<file path="config.mk">
export PLATFORM = sky130hd
export DESIGN_NAME = reset_cause_status_capture
export DESIGN_NICKNAME = d
export VERILOG_FILES = /design/src/hdl/rcs_pkg.sv /design/src/hdl/reset_cause_status_capture.sv /design/src/hdl/rcs_wb_slave.sv /design/src/hdl/rcs_cause_sel.sv
export SDC_FILE = /design/constraint.sdc
export NUM_CORES = 1
export LEC_CHECK = 0
export BUFFER_PORTS_ARGS = -buffer_cell sky130_fd_sc_hd__buf_2
export CORE_ASPECT_RATIO = 2
export CORE_MARGIN = 1
export CORE_UTILIZATION = 41
export CTS_CLUSTER_SIZE = 8
export DETAILED_ROUTE_END_ITERATION = 8
export PLACE_DENSITY = 0.79
export SYNTH_ARGS = -nofsm -noshare
export SYNTH_HDL_FRONTEND = slang
export SYNTH_SLANG_ARGS = --single-unit
export TNS_END_PERCENT = 30
</file>
<file path="constraint.sdc">
create_clock -name clk_i -period 1.6 [get_ports clk_i]
set_clock_uncertainty 0.1 [all_clocks]
set_input_delay 0.08 -clock clk_i [delete_from_list [all_inputs] [get_ports clk_i]]
set_output_delay 0.08 -clock clk_i [all_outputs]
set_load 0.005 [all_outputs]
</file>
<file path="src/hdl/rcs_pkg.sv">
// package of constants for the reset cause status capture block
// assumes a 100 MHz bus clock, classic wishbone with 32-bit data
// Function
// seven read-only cause flags, bit 0 zero
// debug forced reset leaves all flags clear
// any write restarts watchdog, flags unchanged
// power-on or low-voltage loads bits 7 and 1; low-voltage only in a one-cycle reset, as reset clears both enables
// low-voltage flag also set by power-on
// other resets: active bits 6..2 set, rest clear
// pin flag reports external low-level reset
// watchdog flag only if watchdog enabled
// bad opcode flag on illegal opcode reset
// stop with stop disabled is illegal opcode
// background with mode disabled is illegal opcode
// bad address flag on unimplemented address access
// wakeup flag for wakeup reset in run, wait, stop4/3
// low-voltage reset needs both enables and trip
// force reset only from serial debug write
// flags hold from reset end to next reset
package rcs_pkg;
   // ----------------------------------------------------------------
   // register map
   // ----------------------------------------------------------------
   localparam logic [3:0] ADDR_STATUS   = 4'h0; // reset cause status
   localparam logic [3:0] ADDR_FORCE    = 4'h4; // debug force reset reg
   localparam logic [3:0] ADDR_CTRL     = 4'h8; // enables
   localparam logic [3:0] ADDR_IRQ_STAT = 4'hc;
   localparam logic [3:0] ADDR_IRQ_MASK = 4'h0; // used with bit 4 of addr
   localparam logic [4:0] ADDR_MASK_FULL = 5'h10;
   // ----------------------------------------------------------------
   // status fields
   // ----------------------------------------------------------------
   localparam int BIT_POWER_ON  = 7;
   localparam int BIT_PIN       = 6;
   localparam int BIT_WATCHDOG  = 5;
   localparam int BIT_BAD_OP    = 4;
   localparam int BIT_BAD_ADDR  = 3;
   localparam int BIT_WAKEUP    = 2;
   localparam int BIT_LOW_VOLT  = 1;
   localparam logic [7:0] POWER_ON_PATTERN = 8'h82;
   localparam logic [7:0] STATUS_RESET     = 8'h82;
   // ----------------------------------------------------------------
   // control fields (reset values in ctrl register)
   // ----------------------------------------------------------------
   localparam int CTRL_WATCHDOG_EN  = 0;
   localparam int CTRL_STOP_EN      = 1;
   localparam int CTRL_ENTER_BACKGROUND_INSTRUCTION_EN      = 2;
   localparam int CTRL_LV_RESET_EN  = 3;
   localparam int CTRL_LV_STOP_EN   = 4;
   localparam logic [4:0] CTRL_RESET = 5'h01;
   localparam int BIT_FORCE = 0;
   // interrupt events: 0 watchdog restarted, 1 reset request issued
   localparam int IRQ_W        = 2;
   localparam int EV_KICK      = 0;
   localparam int EV_REQUEST   = 1;
   // ----------------------------------------------------------------
   // reset request sources
   // ----------------------------------------------------------------
   typedef enum logic [2:0] {
      SRC_NONE, SRC_POWER_ON, SRC_LOW_VOLT, SRC_OTHER, SRC_DEBUG
   } src_e;
endpackage

</file>
<file path="src/hdl/reset_cause_status_capture.sv">
// top of the reset cause capture: status register, enables, debug
// force reset, watchdog restart strobe and an interrupt pair
// assumes rst_i is the chip reset; cause inputs are held during it
//
// Our own choices: the placing of the registers and the Wishbone register port.
`timescale 1ns/1ns
module reset_cause_status_capture (
   input  wire logic        clk_i,
   input  wire logic        rst_i,
   // wishbone classic slave
   input  wire logic        cyc_i,
   input  wire logic        stb_i,
   input  wire logic        we_i,
   input  wire logic [3:0]  sel_i,
   input  wire logic [4:0]  adr_i,
   input  wire logic [31:0] dat_i,
   output logic [31:0]      dat_o,
   output logic             ack_o,
   // debug port: high when access comes from serial background debug
   input  wire logic        debug_access_i,
   // reset cause levels, sampled while rst_i is high
   input  wire logic        power_on_i,
   input  wire logic        supply_low_i,
   input  wire logic        reset_pin_n_i,
   input  wire logic        watchdog_timeout_i,
   input  wire logic        bad_opcode_i,
   input  wire logic        stop_exec_i,
   input  wire logic        enter_background_instruction_exec_i,
   input  wire logic        bad_address_i,
   input  wire logic        wakeup_i,
   input  wire logic        stop12_mode_i,
   // outputs
   output logic             watchdog_restart_o,
   output logic             reset_req_o,
   output logic [7:0]       reset_cause_status_o,
   output logic             irq_o
);
   // ----------------------------------------------------------------
   // bus front end
   // ----------------------------------------------------------------
   logic       ack_nxt;
   logic       wr_p;
   logic       rd_p;
   rcs_wb_slave u_wb (
      .clk_i  (clk_i),
      .rst_i  (rst_i),
      .cyc_i  (cyc_i),
      .stb_i  (stb_i),
      .ack_o  (ack_nxt),
      .wr_p_o (),
      .rd_p_o ()
   );
   assign ack_o = ack_nxt;
   // write takes effect in the ack cycle, when the master samples it
   assign wr_p = ack_nxt & cyc_i & stb_i & we_i;
   assign rd_p = ack_nxt & cyc_i & stb_i & ~we_i;

   logic [7:0] status_r;
   logic [4:0] ctrl_r;
   logic [rcs_pkg::IRQ_W-1:0] irq_stat_r;
   logic [rcs_pkg::IRQ_W-1:0] irq_mask_r;
   logic [7:0] pattern;
   logic       lv_reset;
   logic       bad_op_any;
   logic       forced_r;

   // reset_req_o is cleared on the first reset edge, so the fact that
   // the reset was debug forced is kept here for the rest of reset
   always_ff @(posedge clk_i) begin
      if (!rst_i) begin
         forced_r <= 1'b0;
      end else if (reset_req_o) begin
         forced_r <= 1'b1;
      end
   end

   // ----------------------------------------------------------------
   // cause qualification
   // ----------------------------------------------------------------
   // low-voltage reset only with both enables set and supply tripped
   assign lv_reset = supply_low_i
                   & ctrl_r[rcs_pkg::CTRL_LV_RESET_EN]
                   & ctrl_r[rcs_pkg::CTRL_LV_STOP_EN];
   // stop or background with their modes off count as bad opcodes
   assign bad_op_any = bad_opcode_i
      | (stop_exec_i & ~ctrl_r[rcs_pkg::CTRL_STOP_EN])
      | (enter_background_instruction_exec_i & ~ctrl_r[rcs_pkg::CTRL_ENTER_BACKGROUND_INSTRUCTION_EN]);

   rcs_cause_sel u_sel (
      .power_on_i (power_on_i),
      .low_volt_i (lv_reset),
      .debug_i    (reset_req_o | forced_r),
      .pin_i      (~reset_pin_n_i),
      .watchdog_i (watchdog_timeout_i
                   & ctrl_r[rcs_pkg::CTRL_WATCHDOG_EN]),
      .bad_op_i   (bad_op_any),
      .bad_addr_i (bad_address_i),
      .wakeup_i   (wakeup_i & ~stop12_mode_i),
      .pattern_o  (pattern)
   );

   // ----------------------------------------------------------------
   // status register: loaded during reset, frozen afterwards
   // ----------------------------------------------------------------
   // no software path reaches status_r, so reads/writes cannot move it
   always_ff @(posedge clk_i) begin
      if (rst_i) begin
         status_r <= pattern;
      end
   end
   // bit 0 is hard zero
   always_ff @(posedge clk_i) begin
      reset_cause_status_o <= {status_r[7:1], 1'b0};
   end

   // ----------------------------------------------------------------
   // control: enables survive only until next reset
   // ----------------------------------------------------------------
   always_ff @(posedge clk_i) begin
      if (rst_i) begin
         ctrl_r <= rcs_pkg::CTRL_RESET;
      end else if (wr_p && adr_i == {1'b0, rcs_pkg::ADDR_CTRL}
                   && sel_i[0]) begin
         ctrl_r <= dat_i[4:0];
      end
   end

   // ----------------------------------------------------------------
   // watchdog restart pulse and held debug force reset request
   // ----------------------------------------------------------------
   always_ff @(posedge clk_i) begin
      if (rst_i) begin
         watchdog_restart_o <= 1'b0;
      end else begin
         watchdog_restart_o <= wr_p
            && adr_i == {1'b0, rcs_pkg::ADDR_STATUS};
      end
   end
   // held until the reset it requests arrives; user writes ignored
   always_ff @(posedge clk_i) begin
      if (rst_i) begin
         reset_req_o <= 1'b0;
      end else if (wr_p && debug_access_i
                   && adr_i == {1'b0, rcs_pkg::ADDR_FORCE}
                   && dat_i[rcs_pkg::BIT_FORCE]) begin
         reset_req_o <= 1'b1;
      end
   end

   // ----------------------------------------------------------------
   // interrupts: sticky events, write one to clear, set wins
   // ----------------------------------------------------------------
   logic [rcs_pkg::IRQ_W-1:0] ev;
   logic [rcs_pkg::IRQ_W-1:0] clr;
   assign ev[rcs_pkg::EV_KICK]    = watchdog_restart_o;
   assign ev[rcs_pkg::EV_REQUEST] = reset_req_o;
   assign clr = (wr_p && adr_i == {1'b0, rcs_pkg::ADDR_IRQ_STAT})
                ? dat_i[rcs_pkg::IRQ_W-1:0] : '0;
   always_ff @(posedge clk_i) begin
      if (rst_i) begin
         irq_stat_r <= '0;
      end else begin
         irq_stat_r <= (irq_stat_r & ~clr) | ev;
      end
   end
   always_ff @(posedge clk_i) begin
      if (rst_i) begin
         irq_mask_r <= '0;
      end else if (wr_p && adr_i == rcs_pkg::ADDR_MASK_FULL) begin
         irq_mask_r <= dat_i[rcs_pkg::IRQ_W-1:0];
      end
   end
   always_ff @(posedge clk_i) begin
      if (rst_i) begin
         irq_o <= 1'b0;
      end else begin
         irq_o <= |(irq_stat_r & irq_mask_r);
      end
   end

   // ----------------------------------------------------------------
   // read mux: registered, valid with ack
   // ----------------------------------------------------------------
   always_ff @(posedge clk_i) begin
      if (rst_i) begin
         dat_o <= '0;
      end else begin
         case (adr_i)
            {1'b0, rcs_pkg::ADDR_STATUS}:
               dat_o <= {24'h0, status_r[7:1], 1'b0};
            {1'b0, rcs_pkg::ADDR_CTRL}:   dat_o <= {27'h0, ctrl_r};
            {1'b0, rcs_pkg::ADDR_IRQ_STAT}:
               dat_o <= {30'h0, irq_stat_r};
            rcs_pkg::ADDR_MASK_FULL:      dat_o <= {30'h0, irq_mask_r};
            default:                      dat_o <= '0;
         endcase
      end
   end
endmodule

</file>
<file path="src/hdl/rcs_wb_slave.sv">
// wishbone classic slave front end: one-cycle registered ack
// assumes master holds request until ack, drops cyc/stb after it
`timescale 1ns/1ns
module rcs_wb_slave (
   input  wire logic        clk_i,
   input  wire logic        rst_i,
   input  wire logic        cyc_i,
   input  wire logic        stb_i,
   output logic             ack_o,
   output logic             wr_p_o,
   output logic             rd_p_o
);
   // ack one cycle after request; never twice in a row
   always_ff @(posedge clk_i) begin
      if (rst_i) begin
         ack_o <= 1'b0;
      end else begin
         ack_o <= cyc_i & stb_i & ~ack_o;
      end
   end
   // access strobes tied low; the top decodes its own from ack
   assign wr_p_o = 1'b0;
   assign rd_p_o = 1'b0;
endmodule

</file>
<file path="src/hdl/rcs_cause_sel.sv">
// combinational cause pattern builder for the status register
// assumes source levels are held stable during reset
`timescale 1ns/1ns
module rcs_cause_sel (
   input  wire logic        power_on_i,
   input  wire logic        low_volt_i,
   input  wire logic        debug_i,
   input  wire logic        pin_i,
   input  wire logic        watchdog_i,
   input  wire logic        bad_op_i,
   input  wire logic        bad_addr_i,
   input  wire logic        wakeup_i,
   output logic [7:0]       pattern_o
);
   // priority: power/low voltage, then debug, then per-source bits
   always_comb begin
      pattern_o = 8'h00;
      if (power_on_i || low_volt_i) begin
         pattern_o = rcs_pkg::POWER_ON_PATTERN;
      end else if (debug_i) begin
         pattern_o = 8'h00;
      end else begin
         pattern_o[rcs_pkg::BIT_PIN]      = pin_i;
         pattern_o[rcs_pkg::BIT_WATCHDOG] = watchdog_i;
         pattern_o[rcs_pkg::BIT_BAD_OP]   = bad_op_i;
         pattern_o[rcs_pkg::BIT_BAD_ADDR] = bad_addr_i;
         pattern_o[rcs_pkg::BIT_WAKEUP]   = wakeup_i;
      end
   end
endmodule

</file>
==> summary.txt, run 1 <==
Run status
  • Status: finished clean

Logic synthesis
  • Seq/Total Area, Yosys: 49.3%
  • Syn avg cell area: 10.4 µm²
  • Main combinational cell family by area after synthesis: simple AND/OR/NAND/NOR gates
  • Post-Synth Simple-Gate Area: 21.9%
  • Mapped cell area: 1500 µm²
  • Unique masters post-synth: 32
  • Post-synthesis cell count: 145
  • Xor-xnor portion of the synthesized cell area: 0%
  • Post-synthesis compound-gate area fraction: 4.75%
  • Mux cell area share after synthesis: 8.08%
  • Yosys warns: 0
  • Post-synthesis adder-cell area fraction: 0%
  • Yosys reg bits: 34

Drt
  • Routed via count: 1169
  • TritonRoute pass-1 iters: 4
  • DRC: 0
  • Final wirelength: 2890 µm
  • Wirelength per Cell: 11.4 µm
  • ANT nets after route: 0
  • Vias per cell: 4.60
  • Drt first-iter violations: 21

GRT
  • First-pass GRT wire length: 4460 µm
  • Initial antenna violation count: 0
  • Pin count of the biggest net entering global routing: 16
  • Vias in the first global route: 1049
  • Tot GR Track Use: 16.4%
  • Grt ovf: 0

Pwr
  • P per Cell Area: 1010 nW/µm²
  • Overall Power: 1930 µW
  • Worst ir drop on vdd: 0.000614 V
  • LEAKAGE: 0.000877 µW

Setup path
  • Setup crit end kind: flip-flop
  • Slowest CP cell: or4_1
  • Kind of critical path: reg2reg
  • Crit-path cells: and3_1, or4_1, nor3b_1
  • Startpoint types: flip-flop
  • Data arrival time of the worst path: 1.49 ns
  • Critical path fanouts, max: 3
  • CP max stage delay: 0.48 ns
  • Worst Path Required: 1.63 ns

CTS
  • Clock-pin slew on the worst setup and hold paths: 0.07 ns
  • Total clock sinks: 34
  • # H-tree levels: 2
  • Num CTS Buffers: 5
  • Longest Clk Path Bufs: 2
  • Post-cts gate resize count: 0
  • CTS tree: done
  • CTS root buf: clkbuf_8
  • Clk_lat worst skew: 0.29 ns

Finish
  • N_diodes: 0
  • Area Growth Syn to Fin: 27.6%
  • Final Instance Area: 1920 µm²
  • Nets: 262
  • Fillers: 364
  • Layout cells sized above 1: 28.2%

Die
  • Initial Util: 43.5%
  • Row Count: 30
  • Die height: 87.6 µm
  • Die Width: 44.8 µm
  • Area of the core: 3450 µm²
  • Die area: 3930 µm²
  • IO Pins: 101

Timing
  • Slew Viols, Final: 0
  • Setup violators final: 0
  • Final min period: 1.46 ns
  • Fin crit share: 91.5%
  • Fmax: 0.683 GHz
  • Hold Violations, Final: 0
  • RSZ-0062 raised after global routing: false
  • Setup TNS: 0 ns

Place
  • RePlAce Congestion: 0.770
  • DP Area: 1680 µm²
  • Detailed placer's ending HPWL: 2160 µm
  • Port bufs: 45

Worst hold path
  • Hold crit path type: in2reg

Flow run
  • Max-cap violations: 0
worst max-delay path: cells and delay by family, from the launching register on:
kind | cells | cell delay (ns)
DFF | 1 | 0.34
and+or+nand+nor | 3 | 0.86
layout make-up:
type | instances | area (µm²) | share of cell area [%]
flip-flops and latches | 34 | 741 | 38.6
multi-input cells | 102 | 616 | 32.1
well taps | 48 | 60.1 | 3.13
inverters | 3 | 11.3 | 0.587
repair buffers | 59 | 358 | 18.7
clock buffers | 6 | 93.8 | 4.89
clock inverters | 2 | 38.8 | 2.02
synth_stat cells (all sizes together):
cell type	number	area, µm²
o21ba	1	10.0
a41oi	2	17.5
or2	1	6.26
and3	3	18.8
nor3	3	20.0
nor2	13	48.8
o21a	2	15.0
clkbuf	2	7.51
a22oi	1	7.51
edfxtp	6	180
a31oi	2	12.5
nor2b	2	12.5
conb	1	3.75
or4	1	7.51
dfxtp	28	561
nor4	1	6.26
mux2	1	11.3
and2	5	31.3
inv	3	11.3
and3b	2	17.5
nor3b	2	26.3
a221oi	1	8.76
nand3	6	30.0
nand2b	11	68.8
mux2i	11	110
buf	28	218
nand4	1	6.26
nand2	3	11.3
and4	2	17.5
cell families after synthesis:
group / Yosys count
compound gates: 9
buf+inv: 33
flops: 34
mux: 12
other cells: 1
simple gates: 56
registers in the layout, indices dropped and copies added, names as in the netlist:
signal / flops
watchdog_restart_o: 1
reset_req_o: 1
forced_r: 1
dat_o: 8
status_r: 6
reset_cause_status_o: 6
irq_mask_r: 2
irq_stat_r: 2
u_wb.ack_o: 1
ctrl_r: 5
irq_o: 1
routing by layer:
layer  vias to the layer above  GRT usage (%)  part of all wire [%]
li1                        561              -                     -
met1                       538           14.9                    34
met2                        60           28.9                    55
met3                        10           4.95                   6.5
met4                         0           12.4                   4.1
met5                         -              0                     0
path summary, 6_finish.rpt:
path              cells past startpoint                from                       to  slack, ns
hold / removal                        2  watchdog_timeout_i              status_r[5]       0.02
setup / recovery                      3           ctrl_r[4]              status_r[2]       0.14
setup reg to reg                      3           ctrl_r[4]              status_r[2]       0.14
hold reg to reg                       0         status_r[5]  reset_cause_status_o[5]       0.28
cells in the final DEF (no fill, tap or decap), types with 5 or more instances in the layout:
master,count
and2_1,5
buf_2,45
clkbuf_8,5
conb_1,25
dfxtp_1,28
dlygate4sd3_1,11
edfxtp_1,6
mux2i_1,11
nand2b_1,11
nand3_1,6
nor2_1,13
stage by stage:
| stage | std cells | hold WS [ns] | setup WS (ns) | utilization (%) |
|---|---|---|---|---|
| final | 254 | 0.0162 | 0.137 | 55.5 |
| after floorplan | 169 | 0.0925 | 0.279 | - |
| after detailed placement | 235 | 0.223 | 0.155 | 48.5 |
| after CTS | 254 | 0.0123 | 0.137 | 55.5 |
| after global routing | 254 | 0.0181 | 0.0544 | 55.5 |
| after global placement | 235 | 0.213 | 0.177 | 48.5 |
power breakdown:
| part | switching (µW) | internal, µW | total (µW) |
|---|---|---|---|
| combinational | 74.7 | 76.6 | 151 |
| clock | 317 | 561 | 878 |
| sequential | 8.87 | 895 | 904 |
| total | 401 | 1530 | 1930 |
repair_timing:
| item | CTS | global route |
|---|---|---|
| hold buffers | 11 | 0 |
| hold endpoints to repair | 10 | 0 |
| setup buffers | 0 | 0 |
No activity file was read; power rests on OpenSTA's default activity.
==> run 2: changes to the inputs <==
--- a/config.mk
+++ b/config.mk
@@ -12,6 +12,8 @@
 export CTS_CLUSTER_SIZE = 8
 export DETAILED_ROUTE_END_ITERATION = 8
 export PLACE_DENSITY = 0.79
+export REMOVE_ABC_BUFFERS = 1
+export SETUP_SLACK_MARGIN = 0.2
 export SYNTH_ARGS = -nofsm -noshare
 export SYNTH_HDL_FRONTEND = slang
 export SYNTH_SLANG_ARGS = --single-unit
==> run 2 against run 1 <==
Power up 0.45%. First-iteration DRC count up 4.8%. Sequential share of layout area down 0.075 points. Critical path depth unchanged. Combinational power about the same. Largest cell class unchanged. Largest power group unchanged.
==> summary.txt, run 2 (synthesis results as in run 1) <==
Run status
  • Status: finished clean

Pwr
  • LEAKAGE: 0.000868 µW
  • Clk network pwr share: 45.7%
  • P per Cell Area: 1010 nW/µm²
  • Pint: 1530 µW
  • Psw: 410 µW
  • Switch share: 21.1%
  • Flop pwr share: 46.5%
  • Overall Power: 1940 µW
  • Worst ir drop on vdd: 0.000547 V
  • Combinational share of power: 7.8%

Setup path
  • Kind of critical path: reg2reg
  • Startpoint types: flip-flop
  • RR Startpoint: ctrl_r[4]
  • Crit-path cells: and3_4, or4_4, nor3b_2
  • Critical path fanouts, max: 3
  • Reg2Reg Depth: 3
  • Setup crit end kind: flip-flop
  • Data arrival time of the worst path: 1.42 ns
  • Slowest CP cell: or4_4
  • Worst Path Required: 1.64 ns
  • Crit Reg-Reg Endpoint: status_r[2]
  • CP max stage delay: 0.45 ns
  • Setup slack, reg-to-reg: 0.22 ns

Drt
  • Vias per cell: 4.54
  • Drt first-iter violations: 22
  • ANT nets after route: 0
  • Routed via count: 1145
  • Wirelength per Cell: 11.3 µm
  • TritonRoute pass-1 iters: 4
  • DRC: 0
  • Final wirelength: 2850 µm

Finish
  • Largest Register: dat_o
  • Area Growth Syn to Fin: 27.9%
  • N_diodes: 0
  • Max FFs per register: 8
  • Commonest non-fill, non-tap cell in the layout: buf_2
  • Most frequent cells in the layout: 45 x buf_2, 28 x dfxtp_1, 25 x conb_1
  • Nets: 260
  • Registers with the most flip-flops: dat_o (8), reset_cause_status_o (6), status_r (6)
  • Layout cells sized above 1: 29.9%

GRT
  • Vias in the first global route: 993
  • Pin count of the biggest net entering global routing: 28
  • Initial antenna violation count: 0
  • Grt ovf: 0
  • First-pass GRT wire length: 4310 µm
  • Tot GR Track Use: 15.7%

CTS
  • Clock-pin slew on the worst setup and hold paths: 0.07 ns
  • CTS root buf: clkbuf_8
  • Total clock sinks: 34
  • Num CTS Buffers: 5
  • Longest Clk Path Bufs: 2
  • # H-tree levels: 2
  • Clk_lat worst skew: 0.29 ns
  • CTS tree: done

Worst hold path
  • Hold path cells: 3
  • Hold crit path type: in2reg
  • Hold endpoint: status_r[4]
  • Hold Path Origin: bad_opcode_i

Die
  • Die area: 3930 µm²
  • Die Width: 44.8 µm
  • Die height: 87.6 µm
  • IO Pins: 101
  • Row Count: 30
  • Initial Util: 43.5%
  • Area of the core: 3450 µm²

Place
  • Dpl ws: 0.121 ns
  • Port bufs: 45
  • Detailed placer's ending HPWL: 2060 µm
  • RePlAce Congestion: 0.801

Timing
  • Fin crit share: 86.1%
  • Final setup margin: 0.223 ns
  • Setup TNS: 0 ns
  • Fmax: 0.726 GHz
  • RSZ-0062 raised after global routing: true
  • Slew Viols, Final: 0
  • Hold Violations, Final: 0
  • Final min period: 1.38 ns
  • Setup violators final: 0

Flow run
  • Max-cap violations: 0
==> run 2: cell count changes in the layout (fill, tap and decap cells not counted) <==
| cell | change |
|---|---|
| or4_4 | +1 |
| and4_4 | +2 |
| and3_4 | +1 |
| or4_1 | -1 |
| buf_4 | -2 |
| and4_1 | -2 |
| and3_1 | -1 |
| nor3b_1 | -1 |
| nor3b_2 | +1 |
==> run 2: worst max path at each step <==
stage	start	endpoint	slack [ns]	depth (start not counted)
after floorplan	ctrl_r[4]	status_r[2]	0.28	3
after global placement	u_wb.ack_o	ctrl_r[1]	0.17	3
after detailed placement	u_wb.ack_o	ctrl_r[2]	0.12	3
after CTS	ctrl_r[4]	status_r[2]	0.19	3
after global routing	ctrl_r[4]	status_r[2]	0.17	3
final	ctrl_r[4]	status_r[2]	0.22	3
==> run 2: stage by stage <==
step,util [%],cells,hold slack [ns],area [µm²]
after floorplan,-,139,0.0524,1370
after global placement,48.1,233,0.214,1660
after detailed placement,48.1,233,0.224,1660
after CTS,55.3,252,0.00227,1910
after global routing,55.7,252,0.0276,1920
final,55.7,252,0.000700,1920
==> run 2: what timing repair did <==
item | 4_1_cts | 5_1_grt
gates resized for setup | 3 | 4
setup endpoints to repair | 6 | 6
hold buffers | 11 | 0
setup buffers | 0 | 0
hold endpoints to repair | 10 | 0
==> run 2: layout make-up <==
cell class                      count  area [µm²]
Fill cell                         347        1530
Sequential cell                    34         741
Multi-Input combinational cell    102         634
Timing Repair Buffer               57         343
Clock buffer                        6        93.8
Tap cell                           48        60.1
Clock inverter                      2        38.8
Inverter                            3        11.3
==> run 2: critical path, delay by kind of cell, from the launching register on <==
| family | cells | cell delay, ns |
|---|---|---|
| simple gates | 3 | 0.80 |
| flops | 1 | 0.33 |
==> run 2: power groups by stage <==
stage | Sequential [µW] | Combinational [µW] | Clock (µW)
2_1_floorplan | 924 | 50.7 | 0
6_report | 903 | 151 | 888
4_1_cts | 903 | 148 | 893
5_1_grt | 905 | 168 | 926
3_3_place_gp | 921 | 123 | 0
3_5_place_dp | 922 | 126 | 0
==> run 2: routing by layer <==
layer  GRT usage (%)  vias up  share of wire [%]
met5               0        -                  0
met4            10.7        0                4.3
met3            4.54        9                5.2
met2            27.0       46                 55
met1            15.4      528                 35
li1                -      562                  -
==> run 3: changes to the inputs <==
--- a/config.mk
+++ b/config.mk
@@ -12,6 +12,7 @@
 export CTS_CLUSTER_SIZE = 8
 export DETAILED_ROUTE_END_ITERATION = 8
 export PLACE_DENSITY = 0.79
+export RECOVER_POWER = 50
 export REMOVE_ABC_BUFFERS = 1
 export SETUP_SLACK_MARGIN = 0.2
 export SYNTH_ARGS = -nofsm -noshare
==> run 3 against run 2 <==
The flow now finishes with violations (hold timing). Register-to-register slack hardly changed. Global-route usage stayed put. Power hardly changed. Die area stayed put. Setup slack worse by 0.0016 ns. Wire length stayed put. Worst hold slack worse by 0.0012 ns. Core utilization is 0.18 points lower. Largest power group unchanged.
==> summary.txt, run 3 (synthesis results as in run 1) <==
Run status
  • Status: finished with violations
  • Failing checks: hold timing

Drt
  • Wirelength per Cell: 11.3 µm
  • Routed via count: 1137
  • TritonRoute pass-1 iters: 4
  • Final wirelength: 2850 µm
  • WL met1: 978 µm
  • Vias per cell: 4.51
  • Uppermost routed layer: met4
  • ANT nets after route: 0
  • Drt first-iter violations: 18
  • Met2 Routed Length: 1610 µm
  • DRC: 0
  • Met3 WL: 154 µm

Worst hold path
  • Hold crit path type: in2reg

Finish
  • Largest Register: dat_o
  • Most frequent cells in the layout: 40 x buf_2, 28 x dfxtp_1, 25 x conb_1
  • Area Growth Syn to Fin: 27.5%
  • Layout cells sized above 1: 27.5%
  • N_diodes: 0
  • Nets: 260
  • Registers with the most flip-flops: dat_o (8), reset_cause_status_o (6), status_r (6)
  • Post-Layout Cell Count: 252
  • Max FFs per register: 8
  • Commonest non-fill, non-tap cell in the layout: buf_2

Timing
  • Setup violators final: 0
  • Hold Violations, Final: 1
  • Final setup margin: 0.221 ns
  • Slew margin rel.: 29.0%
  • Setup TNS: 0 ns
  • Fin crit share: 86.2%
  • Final min period: 1.38 ns
  • Worst Hold Slack: -0.000455 ns
  • RSZ-0062 raised after global routing: true
  • Fmax: 0.725 GHz
  • Slew Viols, Final: 0
  • Worst Max-Slew Pin Slew: 1.06 ns

Setup path
  • Data arrival time of the worst path: 1.42 ns
  • Crit Reg-Reg Endpoint: status_r[2]
  • RR Startpoint: ctrl_r[4]
  • Critical Path Start: ctrl_r[4]
  • Startpoint types: flip-flop
  • Setup slack, reg-to-reg: 0.22 ns
  • Worst Path Required: 1.64 ns
  • Reg2Reg Depth: 3
  • Critical path fanouts, max: 3
  • Critical Path End: status_r[2]
  • Setup crit end kind: flip-flop
  • Kind of critical path: reg2reg

GRT
  • Vias in the first global route: 993
  • Grt ovf: 0
  • Pin count of the biggest net entering global routing: 28
  • Initial antenna violation count: 0
  • First-pass GRT wire length: 4310 µm
  • Tot GR Track Use: 15.7%

Place
  • RePlAce Congestion: 0.801
  • Port bufs: 45
  • Dpl ws: 0.121 ns
  • Detailed placer's ending HPWL: 2060 µm
  • Placed cells: 233

Die
  • Initial Util: 43.5%
  • Die area: 3930 µm²
  • IO Pins: 101
  • Die height: 87.6 µm
  • Area of the core: 3450 µm²
  • Row Count: 30
  • Die Width: 44.8 µm

Pwr
  • Worst ir drop on vdd: 0.000551 V
  • LEAKAGE: 0.000851 µW
  • P per Cell Area: 1010 nW/µm²

CTS
  • CTS root buf: clkbuf_8
  • Longest Clk Path Bufs: 2
  • Clk_lat worst skew: 0.29 ns
  • Clock-pin slew on the worst setup and hold paths: 0.07 ns
  • Num CTS Buffers: 5
  • CTS tree: done
  • # H-tree levels: 2
  • Post-CTS Repair Setup Buffers: 0
  • Total clock sinks: 34

Flow run
  • Max-cap violations: 0
run 3: changes by cell type in the layout (fill, tap and decap cells not counted), sizes merged:
| cell | previous run | this run |
|---|---|---|
| buf | 46 | 41 |
| clkbuf | 6 | 11 |
run 3: layout make-up:
class                           instances  area (µm²)
Tap cell                               48        60.1
Multi-Input combinational cell        102         634
Clock inverter                          2        38.8
Timing Repair Buffer                   57         337
Clock buffer                            6        93.8
Sequential cell                        34         741
Fill cell                             349        1540
Inverter                                3        11.3
run 3: power breakdown:
part | switching, µW | total (µW) | internal [µW]
clock network | 328 | 889 | 561
logic | 75.0 | 150 | 75.4
registers | 7.58 | 903 | 895
run 3: metal layers:
| layer | vias up | track usage (%) |
|---|---|---|
| met3 | 7 | 4.54 |
| met5 | - | 0 |
| met2 | 47 | 27.0 |
| met1 | 522 | 15.4 |
| li1 | 561 | - |
| met4 | 0 | 10.7 |
run 3: per-stage QoR:
stage               instance area (µm²)  utilization (%)  total power [µW]
floorplan                          1370                -               975
global placement                   1660             48.1              1040
detailed placement                 1660             48.1              1050
CTS                                1910             55.3              1940
global route                       1920             55.5              2000
finish                             1920             55.5              1940
run 3: what timing repair did:
action | CTS | global route
endpoints found under the hold margin | 10 | 0
gates resized for setup | 3 | 4
hold buffers | 11 | 0
setup endpoints to repair | 6 | 6
pin swaps | 0 | 0
gates cloned | 0 | 0
run 3: worst min path at each step:
stage	startpoint	end	slack, ns	cells after the start
2_1_floorplan	rst_i	irq_o	0.05	1
3_3_place_gp	cyc_i	u_wb.ack_o	0.21	3
3_5_place_dp	cyc_i	u_wb.ack_o	0.22	3
4_1_cts	bad_opcode_i	status_r[4]	0.002	3
5_1_grt	bad_opcode_i	status_r[4]	0.03	3
6_report	bad_opcode_i	status_r[4]	-0.0005	3
run 3: worst max-delay path, cell delays in order (launching register included):
cell and delay (ns):
dfxtp_1 0.33, and3_4 0.18, or4_4 0.45, nor3b_2 0.17
